**src/common/cbs_pkg.sv**
```systemverilog
// shared constants and types for the charger boost/system control register block
package cbs_pkg;
	// register pointers on the serial host port
	localparam logic [7:0] CBS_ADDR_ADAPTIVE = 8'h3c;
	localparam logic [7:0] CBS_ADDR_BOOST = 8'h3d;
	localparam logic [7:0] CBS_ADDR_SYS = 8'h3e;
	// reset values
	localparam logic [7:0] CBS_RST_ADAPTIVE = 8'h0c;
	localparam logic [7:0] CBS_RST_BOOST = 8'h20;
	localparam logic [7:0] CBS_RST_SYS = 8'h36;
	localparam logic [7:0] CBS_READ_UNMAPPED = 8'h00;
	// field positions, reverse boost control
	localparam int CBS_BOOST_ON_BIT = 0;
	localparam int CBS_FORCE_FF_BIT = 4;
	localparam int CBS_RAMP_LSB = 5;
	localparam int CBS_RAMP_W = 3;
	// field positions, system charge control
	localparam int CBS_MINSYS_LSB = 0;
	localparam int CBS_MINSYS_W = 3;
	localparam int CBS_MANUAL_SW_BIT = 3;
	localparam int CBS_CHARGE_ON_BIT = 4;
	localparam int CBS_PRECHG_LSB = 5;
	localparam int CBS_PRECHG_W = 2;
	localparam int CBS_LIMIT_SRC_BIT = 7;
	// field position, adaptive input control
	localparam int CBS_ADAPT_LSB = 1;
	localparam int CBS_ADAPT_W = 4;
	// decoded values, millivolts and milliamps
	localparam logic [12:0] CBS_ADAPT_BASE_MV = 13'h0f3c;
	localparam logic [12:0] CBS_ADAPT_STEP_MV = 13'h0064;
	localparam logic [3:0] CBS_ADAPT_TOP_CODE = 4'h9;
	localparam logic [12:0] CBS_ADAPT_MAX_MV = 13'h12c0;
	localparam logic [12:0] CBS_MINSYS_BASE_MV = 13'h0bb8;
	localparam logic [12:0] CBS_MINSYS_STEP_MV = 13'h0064;
	localparam logic [2:0] CBS_MINSYS_TOP_CODE = 3'h7;
	localparam logic [12:0] CBS_MINSYS_TOP_MV = 13'h0fa0;
	localparam logic [8:0] CBS_PRECHG_STEP_MA = 9'h064;
	localparam logic [8:0] CBS_USB_LOW_MA = 9'h064;
	localparam logic [8:0] CBS_USB_HIGH_MA = 9'h1f4;
	localparam logic [8:0] CBS_LIMIT_NONE_MA = 9'h000;
	// timing: slow tick derived from the system clock
	localparam int CBS_SYS_CLK_PERIOD_NS = 20;
	localparam int CBS_SLOW_TICK_PERIOD_NS = 10000;
	localparam int CBS_SLOW_TICK_CYCLES = CBS_SLOW_TICK_PERIOD_NS / CBS_SYS_CLK_PERIOD_NS;
	localparam int CBS_PERIOD_W = 7;
	// serial host port
	localparam logic [2:0] CBS_BIT_LAST = 3'h7;
	typedef enum logic [3:0] {
		CBS_ST_IDLE,
		CBS_ST_ADDR,
		CBS_ST_ADDR_ACK,
		CBS_ST_PTR,
		CBS_ST_PTR_ACK,
		CBS_ST_WR,
		CBS_ST_WR_ACK,
		CBS_ST_RD,
		CBS_ST_RD_ACK
	} cbs_host_state_e;
endpackage : cbs_pkg

```
**src/design/cbs_boost_ramp.sv**
```systemverilog
// boost output voltage target slew limiter on the slow tick
`timescale 1ns/100ps
module cbs_boost_ramp
	import cbs_pkg::*;
#(
	parameter int CODE_W = 8,
	parameter int TICK_CYCLES = CBS_SLOW_TICK_CYCLES
) (
	// clock and reset
	input wire logic i_clk_sys,
	input wire logic i_rstn,
	// control
	input wire logic [CBS_RAMP_W-1:0] i_ramp_speed,
	input wire logic [CODE_W-1:0] i_target_code,
	// ramped target
	output logic [CODE_W-1:0] o_applied_code
);
	localparam int TW = $clog2(TICK_CYCLES);
	localparam logic [TW-1:0] TICK_LAST = TW'(TICK_CYCLES - 1);

	logic [TW-1:0] tick_cnt_q;
	logic slow_tick;
	logic [CBS_PERIOD_W-1:0] per_cnt_q;
	logic [CBS_PERIOD_W-1:0] per_last;
	logic [CODE_W-1:0] applied_q;

	// free-running slow tick, one pulse per tick period
	always_ff @(posedge i_clk_sys or negedge i_rstn) begin
		if (!i_rstn) begin
			tick_cnt_q <= '0;
		end else if (tick_cnt_q == TICK_LAST) begin
			tick_cnt_q <= '0;
		end else begin
			tick_cnt_q <= tick_cnt_q + 1'b1;
		end
	end
	assign slow_tick = (tick_cnt_q == TICK_LAST);

	// code n waits 2^(n-1) ticks per step
	assign per_last = (CBS_PERIOD_W'(1) << (i_ramp_speed - 1'b1)) - 1'b1;

	// step one code toward the target; a zero speed bypasses the ramp
	always_ff @(posedge i_clk_sys or negedge i_rstn) begin
		if (!i_rstn) begin
			applied_q <= '0;
			per_cnt_q <= '0;
		end else if (i_ramp_speed == '0) begin
			applied_q <= i_target_code;
			per_cnt_q <= '0;
		end else if (applied_q == i_target_code) begin
			per_cnt_q <= '0;
		end else if (slow_tick) begin
			if (per_cnt_q == per_last) begin
				per_cnt_q <= '0;
				// one 25 mV code per step, either direction
				if (applied_q < i_target_code) begin
					applied_q <= applied_q + 1'b1;
				end else begin
					applied_q <= applied_q - 1'b1;
				end
			end else begin
				per_cnt_q <= per_cnt_q + 1'b1;
			end
		end
	end
	assign o_applied_code = applied_q;
endmodule : cbs_boost_ramp

```
**src/design/cbs_ctrl_regs.sv**
```systemverilog
// charger boost and system control registers behind the serial host port
`timescale 1ns/100ps
module cbs_ctrl_regs
	import cbs_pkg::*;
#(
	parameter logic [6:0] DEV_ADDR = 7'h5a, // arbitrary bus address
	parameter int CODE_W = 8,
	parameter int TICK_CYCLES = CBS_SLOW_TICK_CYCLES
) (
	// clock and reset
	input wire logic i_clk_sys,
	input wire logic i_rstn,
	// serial host port, open-drain data
	input wire logic i_scl,
	input wire logic i_sda,
	output logic o_sda,
	output logic o_sda_oe,
	// charger core status
	input wire logic i_charger_write_lock_open,
	input wire logic i_hw_battery_phase,
	input wire logic i_usb_high_limit_sel,
	input wire logic [5:0] i_input_limit_code,
	input wire logic [CODE_W-1:0] i_boost_target_code,
	// reverse boost controls
	output logic o_reverse_boost_on,
	output logic o_boost_force_fixed_freq,
	output logic [CODE_W-1:0] o_boost_applied_code,
	// system and charge controls
	output logic [12:0] o_min_sys_voltage_mv,
	output logic o_battery_path_switch,
	output logic o_charge_on,
	output logic [8:0] o_precharge_ma,
	output logic o_input_limit_by_code,
	output logic [5:0] o_input_limit_code,
	output logic [8:0] o_usb_limit_ma,
	output logic [12:0] o_adaptive_threshold_mv
);
	logic scl_s1_q, scl_s2_q, scl_s3_q;
	logic sda_s1_q, sda_s2_q, sda_s3_q;
	logic scl_rise, scl_fall, start_seen, stop_seen;
	cbs_host_state_e state_q;
	logic [2:0] bit_cnt_q;
	logic [7:0] shift_q;
	logic [7:0] ptr_q;
	logic rd_mode_q, nack_q, sda_oe_q;
	logic byte_full_q;
	logic wr_stb_q;
	logic [7:0] wr_addr_q, wr_data_q;
	logic [7:0] adaptive_ctl_q, boost_ctl_q, sys_ctl_q;
	logic [CBS_ADAPT_W-1:0] adapt_code;
	logic [CBS_MINSYS_W-1:0] minsys_code;
	logic [CBS_PRECHG_W-1:0] prechg_code;
	logic [12:0] adapt_mv_q, minsys_mv_q;
	logic [8:0] prechg_ma_q, usb_ma_q;
	logic switch_q, by_code_q;
	logic [5:0] limit_code_q;

	// register readback; no read clears or changes anything
	function automatic logic [7:0] read_reg(input logic [7:0] ptr);
		logic [7:0] val;
		val = CBS_READ_UNMAPPED;
		if (ptr == CBS_ADDR_ADAPTIVE) begin
			val = adaptive_ctl_q;
		end else if (ptr == CBS_ADDR_BOOST) begin
			val = boost_ctl_q;
		end else if (ptr == CBS_ADDR_SYS) begin
			val = sys_ctl_q;
		end
		return val;
	endfunction : read_reg

	// adaptive threshold code to millivolts, clamped at the top
	function automatic logic [12:0] adapt_to_mv(input logic [CBS_ADAPT_W-1:0] code);
		logic [12:0] mv;
		mv = CBS_ADAPT_MAX_MV;
		if (code <= CBS_ADAPT_TOP_CODE) begin
			mv = CBS_ADAPT_BASE_MV + CBS_ADAPT_STEP_MV * 13'(code);
		end
		return mv;
	endfunction : adapt_to_mv

	// minimum system code to millivolts; the top code jumps to 4.0 V
	function automatic logic [12:0] minsys_to_mv(input logic [CBS_MINSYS_W-1:0] code);
		logic [12:0] mv;
		mv = CBS_MINSYS_TOP_MV;
		if (code != CBS_MINSYS_TOP_CODE) begin
			mv = CBS_MINSYS_BASE_MV + CBS_MINSYS_STEP_MV * 13'(code);
		end
		return mv;
	endfunction : minsys_to_mv

	// two-flop synchronisers, third stage only for edge detection
	always_ff @(posedge i_clk_sys or negedge i_rstn) begin
		if (!i_rstn) begin
			scl_s1_q <= 1'b1;
			scl_s2_q <= 1'b1;
			scl_s3_q <= 1'b1;
			sda_s1_q <= 1'b1;
			sda_s2_q <= 1'b1;
			sda_s3_q <= 1'b1;
		end else begin
			scl_s1_q <= i_scl;
			scl_s2_q <= scl_s1_q;
			scl_s3_q <= scl_s2_q;
			sda_s1_q <= i_sda;
			sda_s2_q <= sda_s1_q;
			sda_s3_q <= sda_s2_q;
		end
	end

	// bus conditions seen on synchronised lines
	assign scl_rise = scl_s2_q && !scl_s3_q;
	assign scl_fall = !scl_s2_q && scl_s3_q;
	assign start_seen = scl_s2_q && scl_s3_q && sda_s3_q && !sda_s2_q;
	assign stop_seen = scl_s2_q && scl_s3_q && !sda_s3_q && sda_s2_q;

	// host port sequencer: bits are sampled on clock rise, moved on clock fall
	always_ff @(posedge i_clk_sys or negedge i_rstn) begin
		if (!i_rstn) begin
			state_q <= CBS_ST_IDLE;
			bit_cnt_q <= '0;
			shift_q <= '0;
			ptr_q <= '0;
			rd_mode_q <= 1'b0;
			nack_q <= 1'b0;
			byte_full_q <= 1'b0;
			wr_stb_q <= 1'b0;
			wr_addr_q <= '0;
			wr_data_q <= '0;
		end else begin
			wr_stb_q <= 1'b0;
			if (start_seen) begin
				state_q <= CBS_ST_ADDR; // repeated start also lands here
				bit_cnt_q <= '0;
				byte_full_q <= 1'b0;
			end else if (stop_seen) begin
				state_q <= CBS_ST_IDLE;
			end else if (scl_rise) begin
				if (state_q == CBS_ST_ADDR || state_q == CBS_ST_PTR || state_q == CBS_ST_WR) begin
					// receive bits count on the rise so the fall that ends a start is ignored
					shift_q <= {shift_q[6:0], sda_s2_q};
					bit_cnt_q <= bit_cnt_q + 1'b1;
					byte_full_q <= (bit_cnt_q == CBS_BIT_LAST);
				end else if (state_q == CBS_ST_RD_ACK) begin
					nack_q <= sda_s2_q;
				end
			end else if (scl_fall) begin
				case (state_q)
					CBS_ST_ADDR: begin
						if (byte_full_q) begin
							byte_full_q <= 1'b0;
							rd_mode_q <= shift_q[0];
							state_q <= (shift_q[7:1] == DEV_ADDR) ? CBS_ST_ADDR_ACK : CBS_ST_IDLE;
						end
					end
					CBS_ST_ADDR_ACK: begin
						if (rd_mode_q) begin
							state_q <= CBS_ST_RD;
							shift_q <= read_reg(ptr_q);
						end else begin
							state_q <= CBS_ST_PTR;
						end
					end
					CBS_ST_PTR: begin
						if (byte_full_q) begin
							byte_full_q <= 1'b0;
							state_q <= CBS_ST_PTR_ACK;
							ptr_q <= shift_q;
						end
					end
					CBS_ST_PTR_ACK: begin
						state_q <= CBS_ST_WR;
					end
					CBS_ST_WR: begin
						if (byte_full_q) begin
							byte_full_q <= 1'b0;
							state_q <= CBS_ST_WR_ACK;
							wr_stb_q <= 1'b1;
							wr_addr_q <= ptr_q;
							wr_data_q <= shift_q;
						end
					end
					CBS_ST_WR_ACK: begin
						state_q <= CBS_ST_WR;
						ptr_q <= ptr_q + 1'b1; // burst writes walk upward
					end
					CBS_ST_RD: begin
						bit_cnt_q <= bit_cnt_q + 1'b1;
						if (bit_cnt_q == CBS_BIT_LAST) begin
							state_q <= CBS_ST_RD_ACK;
							ptr_q <= ptr_q + 1'b1;
						end else begin
							shift_q <= {shift_q[6:0], 1'b0};
						end
					end
					CBS_ST_RD_ACK: begin
						if (nack_q) begin
							state_q <= CBS_ST_IDLE;
						end else begin
							state_q <= CBS_ST_RD;
							shift_q <= read_reg(ptr_q);
						end
					end
					default: begin
						state_q <= CBS_ST_IDLE;
					end
				endcase
			end
		end
	end

	// data pull-down: acknowledges and zero read bits; lags the fall by one cycle
	always_ff @(posedge i_clk_sys or negedge i_rstn) begin
		if (!i_rstn) begin
			sda_oe_q <= 1'b0;
		end else begin
			sda_oe_q <= (state_q == CBS_ST_ADDR_ACK) || (state_q == CBS_ST_PTR_ACK) ||
				(state_q == CBS_ST_WR_ACK) || (state_q == CBS_ST_RD && !shift_q[7]);
		end
	end
	assign o_sda_oe = sda_oe_q;
	assign o_sda = 1'b0; // open drain only ever pulls low

	// reverse boost control: never locked, reserved bits stored as written
	always_ff @(posedge i_clk_sys or negedge i_rstn) begin
		if (!i_rstn) begin
			boost_ctl_q <= CBS_RST_BOOST;
		end else if (wr_stb_q && wr_addr_q == CBS_ADDR_BOOST) begin
			boost_ctl_q <= wr_data_q;
		end
	end

	// system control: writes dropped while the write lock is closed
	always_ff @(posedge i_clk_sys or negedge i_rstn) begin
		if (!i_rstn) begin
			sys_ctl_q <= CBS_RST_SYS;
		end else if (wr_stb_q && wr_addr_q == CBS_ADDR_SYS && i_charger_write_lock_open) begin
			sys_ctl_q <= wr_data_q;
		end
	end

	// adaptive input control shares the same lock
	always_ff @(posedge i_clk_sys or negedge i_rstn) begin
		if (!i_rstn) begin
			adaptive_ctl_q <= CBS_RST_ADAPTIVE;
		end else if (wr_stb_q && wr_addr_q == CBS_ADDR_ADAPTIVE && i_charger_write_lock_open) begin
			adaptive_ctl_q <= wr_data_q;
		end
	end

	// field extraction
	assign adapt_code = adaptive_ctl_q[CBS_ADAPT_LSB +: CBS_ADAPT_W];
	assign minsys_code = sys_ctl_q[CBS_MINSYS_LSB +: CBS_MINSYS_W];
	assign prechg_code = sys_ctl_q[CBS_PRECHG_LSB +: CBS_PRECHG_W];

	// decoded analog targets, registered so the outputs never glitch
	always_ff @(posedge i_clk_sys or negedge i_rstn) begin
		if (!i_rstn) begin
			adapt_mv_q <= CBS_ADAPT_MAX_MV;
			minsys_mv_q <= CBS_MINSYS_TOP_MV;
			prechg_ma_q <= CBS_PRECHG_STEP_MA;
		end else begin
			adapt_mv_q <= adapt_to_mv(adapt_code);
			minsys_mv_q <= minsys_to_mv(minsys_code);
			prechg_ma_q <= CBS_PRECHG_STEP_MA * (9'(prechg_code) + 9'h001);
		end
	end

	// battery path switch: hardware phase or software override
	always_ff @(posedge i_clk_sys or negedge i_rstn) begin
		if (!i_rstn) begin
			switch_q <= 1'b0;
		end else begin
			switch_q <= sys_ctl_q[CBS_MANUAL_SW_BIT] || i_hw_battery_phase;
		end
	end

	// input current limit source
	always_ff @(posedge i_clk_sys or negedge i_rstn) begin
		if (!i_rstn) begin
			by_code_q <= 1'b0;
			limit_code_q <= '0;
			usb_ma_q <= CBS_USB_LOW_MA;
		end else begin
			by_code_q <= sys_ctl_q[CBS_LIMIT_SRC_BIT];
			limit_code_q <= i_input_limit_code;
			if (sys_ctl_q[CBS_LIMIT_SRC_BIT]) begin
				usb_ma_q <= CBS_LIMIT_NONE_MA;
			end else begin
				usb_ma_q <= i_usb_high_limit_sel ? CBS_USB_HIGH_MA : CBS_USB_LOW_MA;
			end
		end
	end

	// boost output target ramp
	cbs_boost_ramp #(
		.CODE_W(CODE_W),
		.TICK_CYCLES(TICK_CYCLES)
	) u_ramp (
		.i_clk_sys(i_clk_sys),
		.i_rstn(i_rstn),
		.i_ramp_speed(boost_ctl_q[CBS_RAMP_LSB +: CBS_RAMP_W]),
		.i_target_code(i_boost_target_code),
		.o_applied_code(o_boost_applied_code)
	);

	// outputs
	assign o_reverse_boost_on = boost_ctl_q[CBS_BOOST_ON_BIT];
	assign o_boost_force_fixed_freq = boost_ctl_q[CBS_FORCE_FF_BIT];
	assign o_charge_on = sys_ctl_q[CBS_CHARGE_ON_BIT];
	assign o_adaptive_threshold_mv = adapt_mv_q;
	assign o_min_sys_voltage_mv = minsys_mv_q;
	assign o_precharge_ma = prechg_ma_q;
	assign o_battery_path_switch = switch_q;
	assign o_input_limit_by_code = by_code_q;
	assign o_input_limit_code = limit_code_q;
	assign o_usb_limit_ma = usb_ma_q;
endmodule : cbs_ctrl_regs

```
**config.mk**
```make
export PLATFORM = sky130hd
export DESIGN_NAME = cbs_ctrl_regs
export DESIGN_NICKNAME = d
export VERILOG_FILES = /design/src/common/cbs_pkg.sv /design/src/design/cbs_boost_ramp.sv /design/src/design/cbs_ctrl_regs.sv
export SDC_FILE = /design/constraint.sdc
export NUM_CORES = 1
export LEC_CHECK = 0
export BUFFER_PORTS_ARGS = -buffer_cell sky130_fd_sc_hd__buf_2
export CAP_MARGIN = 20
export CORE_UTILIZATION = 55
export DETAILED_ROUTE_END_ITERATION = 16
export PLACE_DENSITY_LB_ADDON = 0.3
export SLEW_MARGIN = 25
export SYNTH_ARGS = -nofsm -noshare
export SYNTH_HDL_FRONTEND = slang
export SYNTH_SLANG_ARGS = --single-unit
```
**constraint.sdc**
```tcl
create_clock -name i_clk_sys -period 4.6 [get_ports i_clk_sys]
set_input_delay 0.23 -clock i_clk_sys [delete_from_list [all_inputs] [get_ports i_clk_sys]]
set_output_delay 0.23 -clock i_clk_sys [all_outputs]
set_load 0.01 [all_outputs]
```
==> impl_results.md <==
- Status: finished, final reports clean
- Input/output buffers: 73
- Hold Path Depth: 2
- Reg-to-reg endpoint: u_ramp.o_applied_code[7]
- Share of the synthesized area in the top cell type: 36.53%
- Worst clock skew: about 0.0095 ns
- Area contributors post-synth: dfrtp_1 (37%), ha_1 (9.0%), dfstp_2 (8.8%)
- Worst setup EP type: flip-flop
- Async SR Flop Fraction: 100.0%
- Min-Delay Endpoint: o_usb_limit_ma[7]
- Worst slew pin tran: roughly 0.96 ns
- Final setup fails: 0
- Final Util: between 60 and 70%
- Syn Std Cell Area: 7466 µm²
- Reg2reg start: u_ramp.o_applied_code[1]
- Routability cong.: roughly 0.86
- Non-Filler Instances: ~1,000
- Vias in the first global route: around 5,700
- Max-Cap Viols: 0
- Drt total wl: 15,380 µm
- Clock root cell: clkbuf_16
- Final #Nets: 886
- I/O pins: 86
- Hpwl dp: approximately 11,000 µm
- Initial Util: a little under three fifths
- Placed Cells: between 900 and 1,000
- Largest net degree at the start of global routing: 90
- Commonest non-fill, non-tap cell in the layout: dfrtp_1
- Post-synth EDFFs: 0
- Detail Route Antenna Nets: 0
- # diodes: 0
- Post-route DRC: 0
- CP required: approximately 4.9 ns
- Setup TNS: 0 ns
- Top_reg_cell synth: dfrtp_1
- Via-per-instance ratio: approximately 5.6
- CP Launch Type: flip-flop
- Slew HR: 35.33%
- Fin crit share: slightly above 80%
- Dominant cell type by area after synthesis: dfrtp_1
- Total iterations of the first detailed-routing run: 5
- Reg-to-reg setup timing slack: about 0.88 ns
- Slew Limit Fails: 0
- CTS max path bufs: 2
- Horiz. Die Dim: ~120 µm
- Final hold vios: 0
- Power per cell area: around 340 nW/µm²
- Syn avg cell area: between 10 and 15 µm²
- R2R depth: 13
- Routed WL per cell: roughly 15 µm
- DP Area: just under 8000 µm²
- H-tree depth: 4
- Worst skew pair latency: roughly 0.41 ns
- Row count: between 40 and 50
- Post-layout min period: between 3 and 4 ns
- Post-CTS setup buffer count: 0
- Crit Path Max Fanout: 8
- Peak VDD IR: approximately 0.34 mV
- Clock sink total: ~130
- Register area share after synthesis: roughly 45%
- Clock Pin Slew Worst Setup and Hold Paths: roughly 0.060 ns
- Initial antenna violation count: 0
- Area of the die: ~14,000 µm²
- CTS tree: built
- Die Y: roughly 120 µm
- Final Cell Area: between 8000 and 9000 µm²
- Fillers: roughly 1,100
- P_leak: between 4 and 5 nW
- Layout cells sized above 1: between 10% and 20%
- F_max: ~270 MHz
- Number of DRC markers in iteration 0: approximately 380
- Vias: 5,547
- First-pass GRT wire length: ~26,000 µm
- RSZ-0062 raised after global routing: false
- TritonCTS Buffers: 17
- Post-CTS Resized: 0
- HP Start: i_usb_high_limit_sel
- Flops & latches, synth: ~130
- Yosys warning total: 0
- P&R area growth vs syn: 15.69%
- Crit path DAT: approximately 4 ns
- Global route overflow: 0
- Syn Inst Count: 740
- Worst hold path type: input pin to flip-flop
- Synth cell types: ~70
- Critical path class: flip-flop to flip-flop
- Most frequent cells in the layout: dfrtp_1 (109), buf_2 (72), nand2_1 (67), ha_1 (54), a21oi_1 (51)
- Core Area: around 13,000 µm²
- Gr usage total: around a quarter
==> synth_stat cells, drive strengths merged (11+ instances only) <==
master,instances
xnor2,15
ha,54
nand2b,11
nor2,50
o21ai,58
inv,38
mux2,48
buf,28
nand3,18
nand2,68
a21oi,51
nor2b,13
nor3,16
xor2,14
dfrtp,109
clkbuf,18
dfstp,25
==> through the flow <==
stage / power, mW / setup WS [ns] / hold WS [ns]
after global routing: 3.067 / 0.7305 / 0.04445
final: 2.969 / 0.8828 / 0.03472
after global placement: 1.407 / 1.164 / 0.3384
after floorplan: 1.357 / 1.318 / -0.06559
after CTS: 2.993 / 0.8931 / 0.02674
after detailed placement: 1.417 / 0.9326 / 0.3392
==> power breakdown <==
| group | internal (mW) | total (mW) | switching (mW) |
|---|---|---|---|
| clock network | 1.07 | 1.56 | 0.490 |
| logic | 0.0754 | 0.181 | 0.106 |
| registers | 1.20 | 1.22 | 0.0211 |
| total | 2.35 | 2.97 | 0.617 |
==> sequential cells by signal, indices dropped and copies added (netlist names), 4 cells and up <==
signal,flops
wr_addr_q,8
adaptive_ctl_q,8
u_ramp.o_applied_code,8
o_adaptive_threshold_mv,11
o_input_limit_code,6
o_min_sys_voltage_mv,9
sys_ctl_q,8
ptr_q,8
u_ramp.per_cnt_q,7
wr_data_q,8
o_precharge_ma,6
u_ramp.tick_cnt_q,9
boost_ctl_q,8
shift_q,8
state_q,4
==> cell families (layout without fill, tap and decap cells) <==
kind of cell | Yosys count | in the layout | synth area share (%)
AND/OR/NAND/NOR | 225 | 225 | 15.40
other | 2 | 12 | 0.1006
buffers and inverters | 84 | 156 | 5.547
XOR/XNOR | 29 | 29 | 3.402
AO/OA/AOI/OAI | 159 | 159 | 12.69
flip-flops | 134 | 134 | 45.33
adder cells (fa/ha/maj) | 56 | 56 | 9.586
multiplexers | 51 | 51 | 7.944
==> how the worst max path moves through the flow <==
| stage | from | to | cells past startpoint |
|---|---|---|---|
| 2_1_floorplan | u_ramp.o_applied_code[1] | u_ramp.o_applied_code[7] | 13 |
| 3_3_place_gp | u_ramp.o_applied_code[1] | u_ramp.o_applied_code[7] | 13 |
| 3_5_place_dp | u_ramp.o_applied_code[1] | u_ramp.o_applied_code[7] | 13 |
| 4_1_cts | u_ramp.o_applied_code[1] | u_ramp.o_applied_code[7] | 13 |
| 5_1_grt | u_ramp.o_applied_code[1] | u_ramp.o_applied_code[7] | 13 |
| 6_report | u_ramp.o_applied_code[1] | u_ramp.o_applied_code[7] | 13 |
==> area by class of cell <==
cell class	count	area (µm²)	share of cell area [%]
Inverter	38	142.6	1.651
Clock buffer	24	491.7	5.693
Clock inverter	8	192.7	2.231
Tap cell	176	220.2	2.550
Multi-Input combinational cell	532	3711	42.97
Timing Repair Buffer	86	494.2	5.722
Sequential cell	134	3385	39.19
==> repair_timing <==
action,4_1_cts,5_1_grt
hold buffers,10,0
endpoints found under the setup margin,0,0
hold endpoints to repair,81,0
==> worst max-delay path: stages, from the launching register on <==
cell	delay (ns)
dfrtp_1	0.43
ha_1	0.32
nor2b_1	0.14
o211ai_1	0.17
a21oi_1	0.13
or3_1	0.52
ha_1	0.42
nand3_1	0.12
o211ai_1	0.29
o41ai_1	0.13
or4_1	0.44
a211oi_2	0.23
xnor2_1	0.15
o21ai_1	0.09
==> per-layer routing <==
layer	wire, µm	up-vias	global-route usage, %
met5	0	-	0
met4	247	0	8.940
met3	588	24	5.261
met2	7897	127	40.81
met1	6646	2698	28.40
li1	-	2698	-
Note: power is estimated with default switching activity, not from simulation.
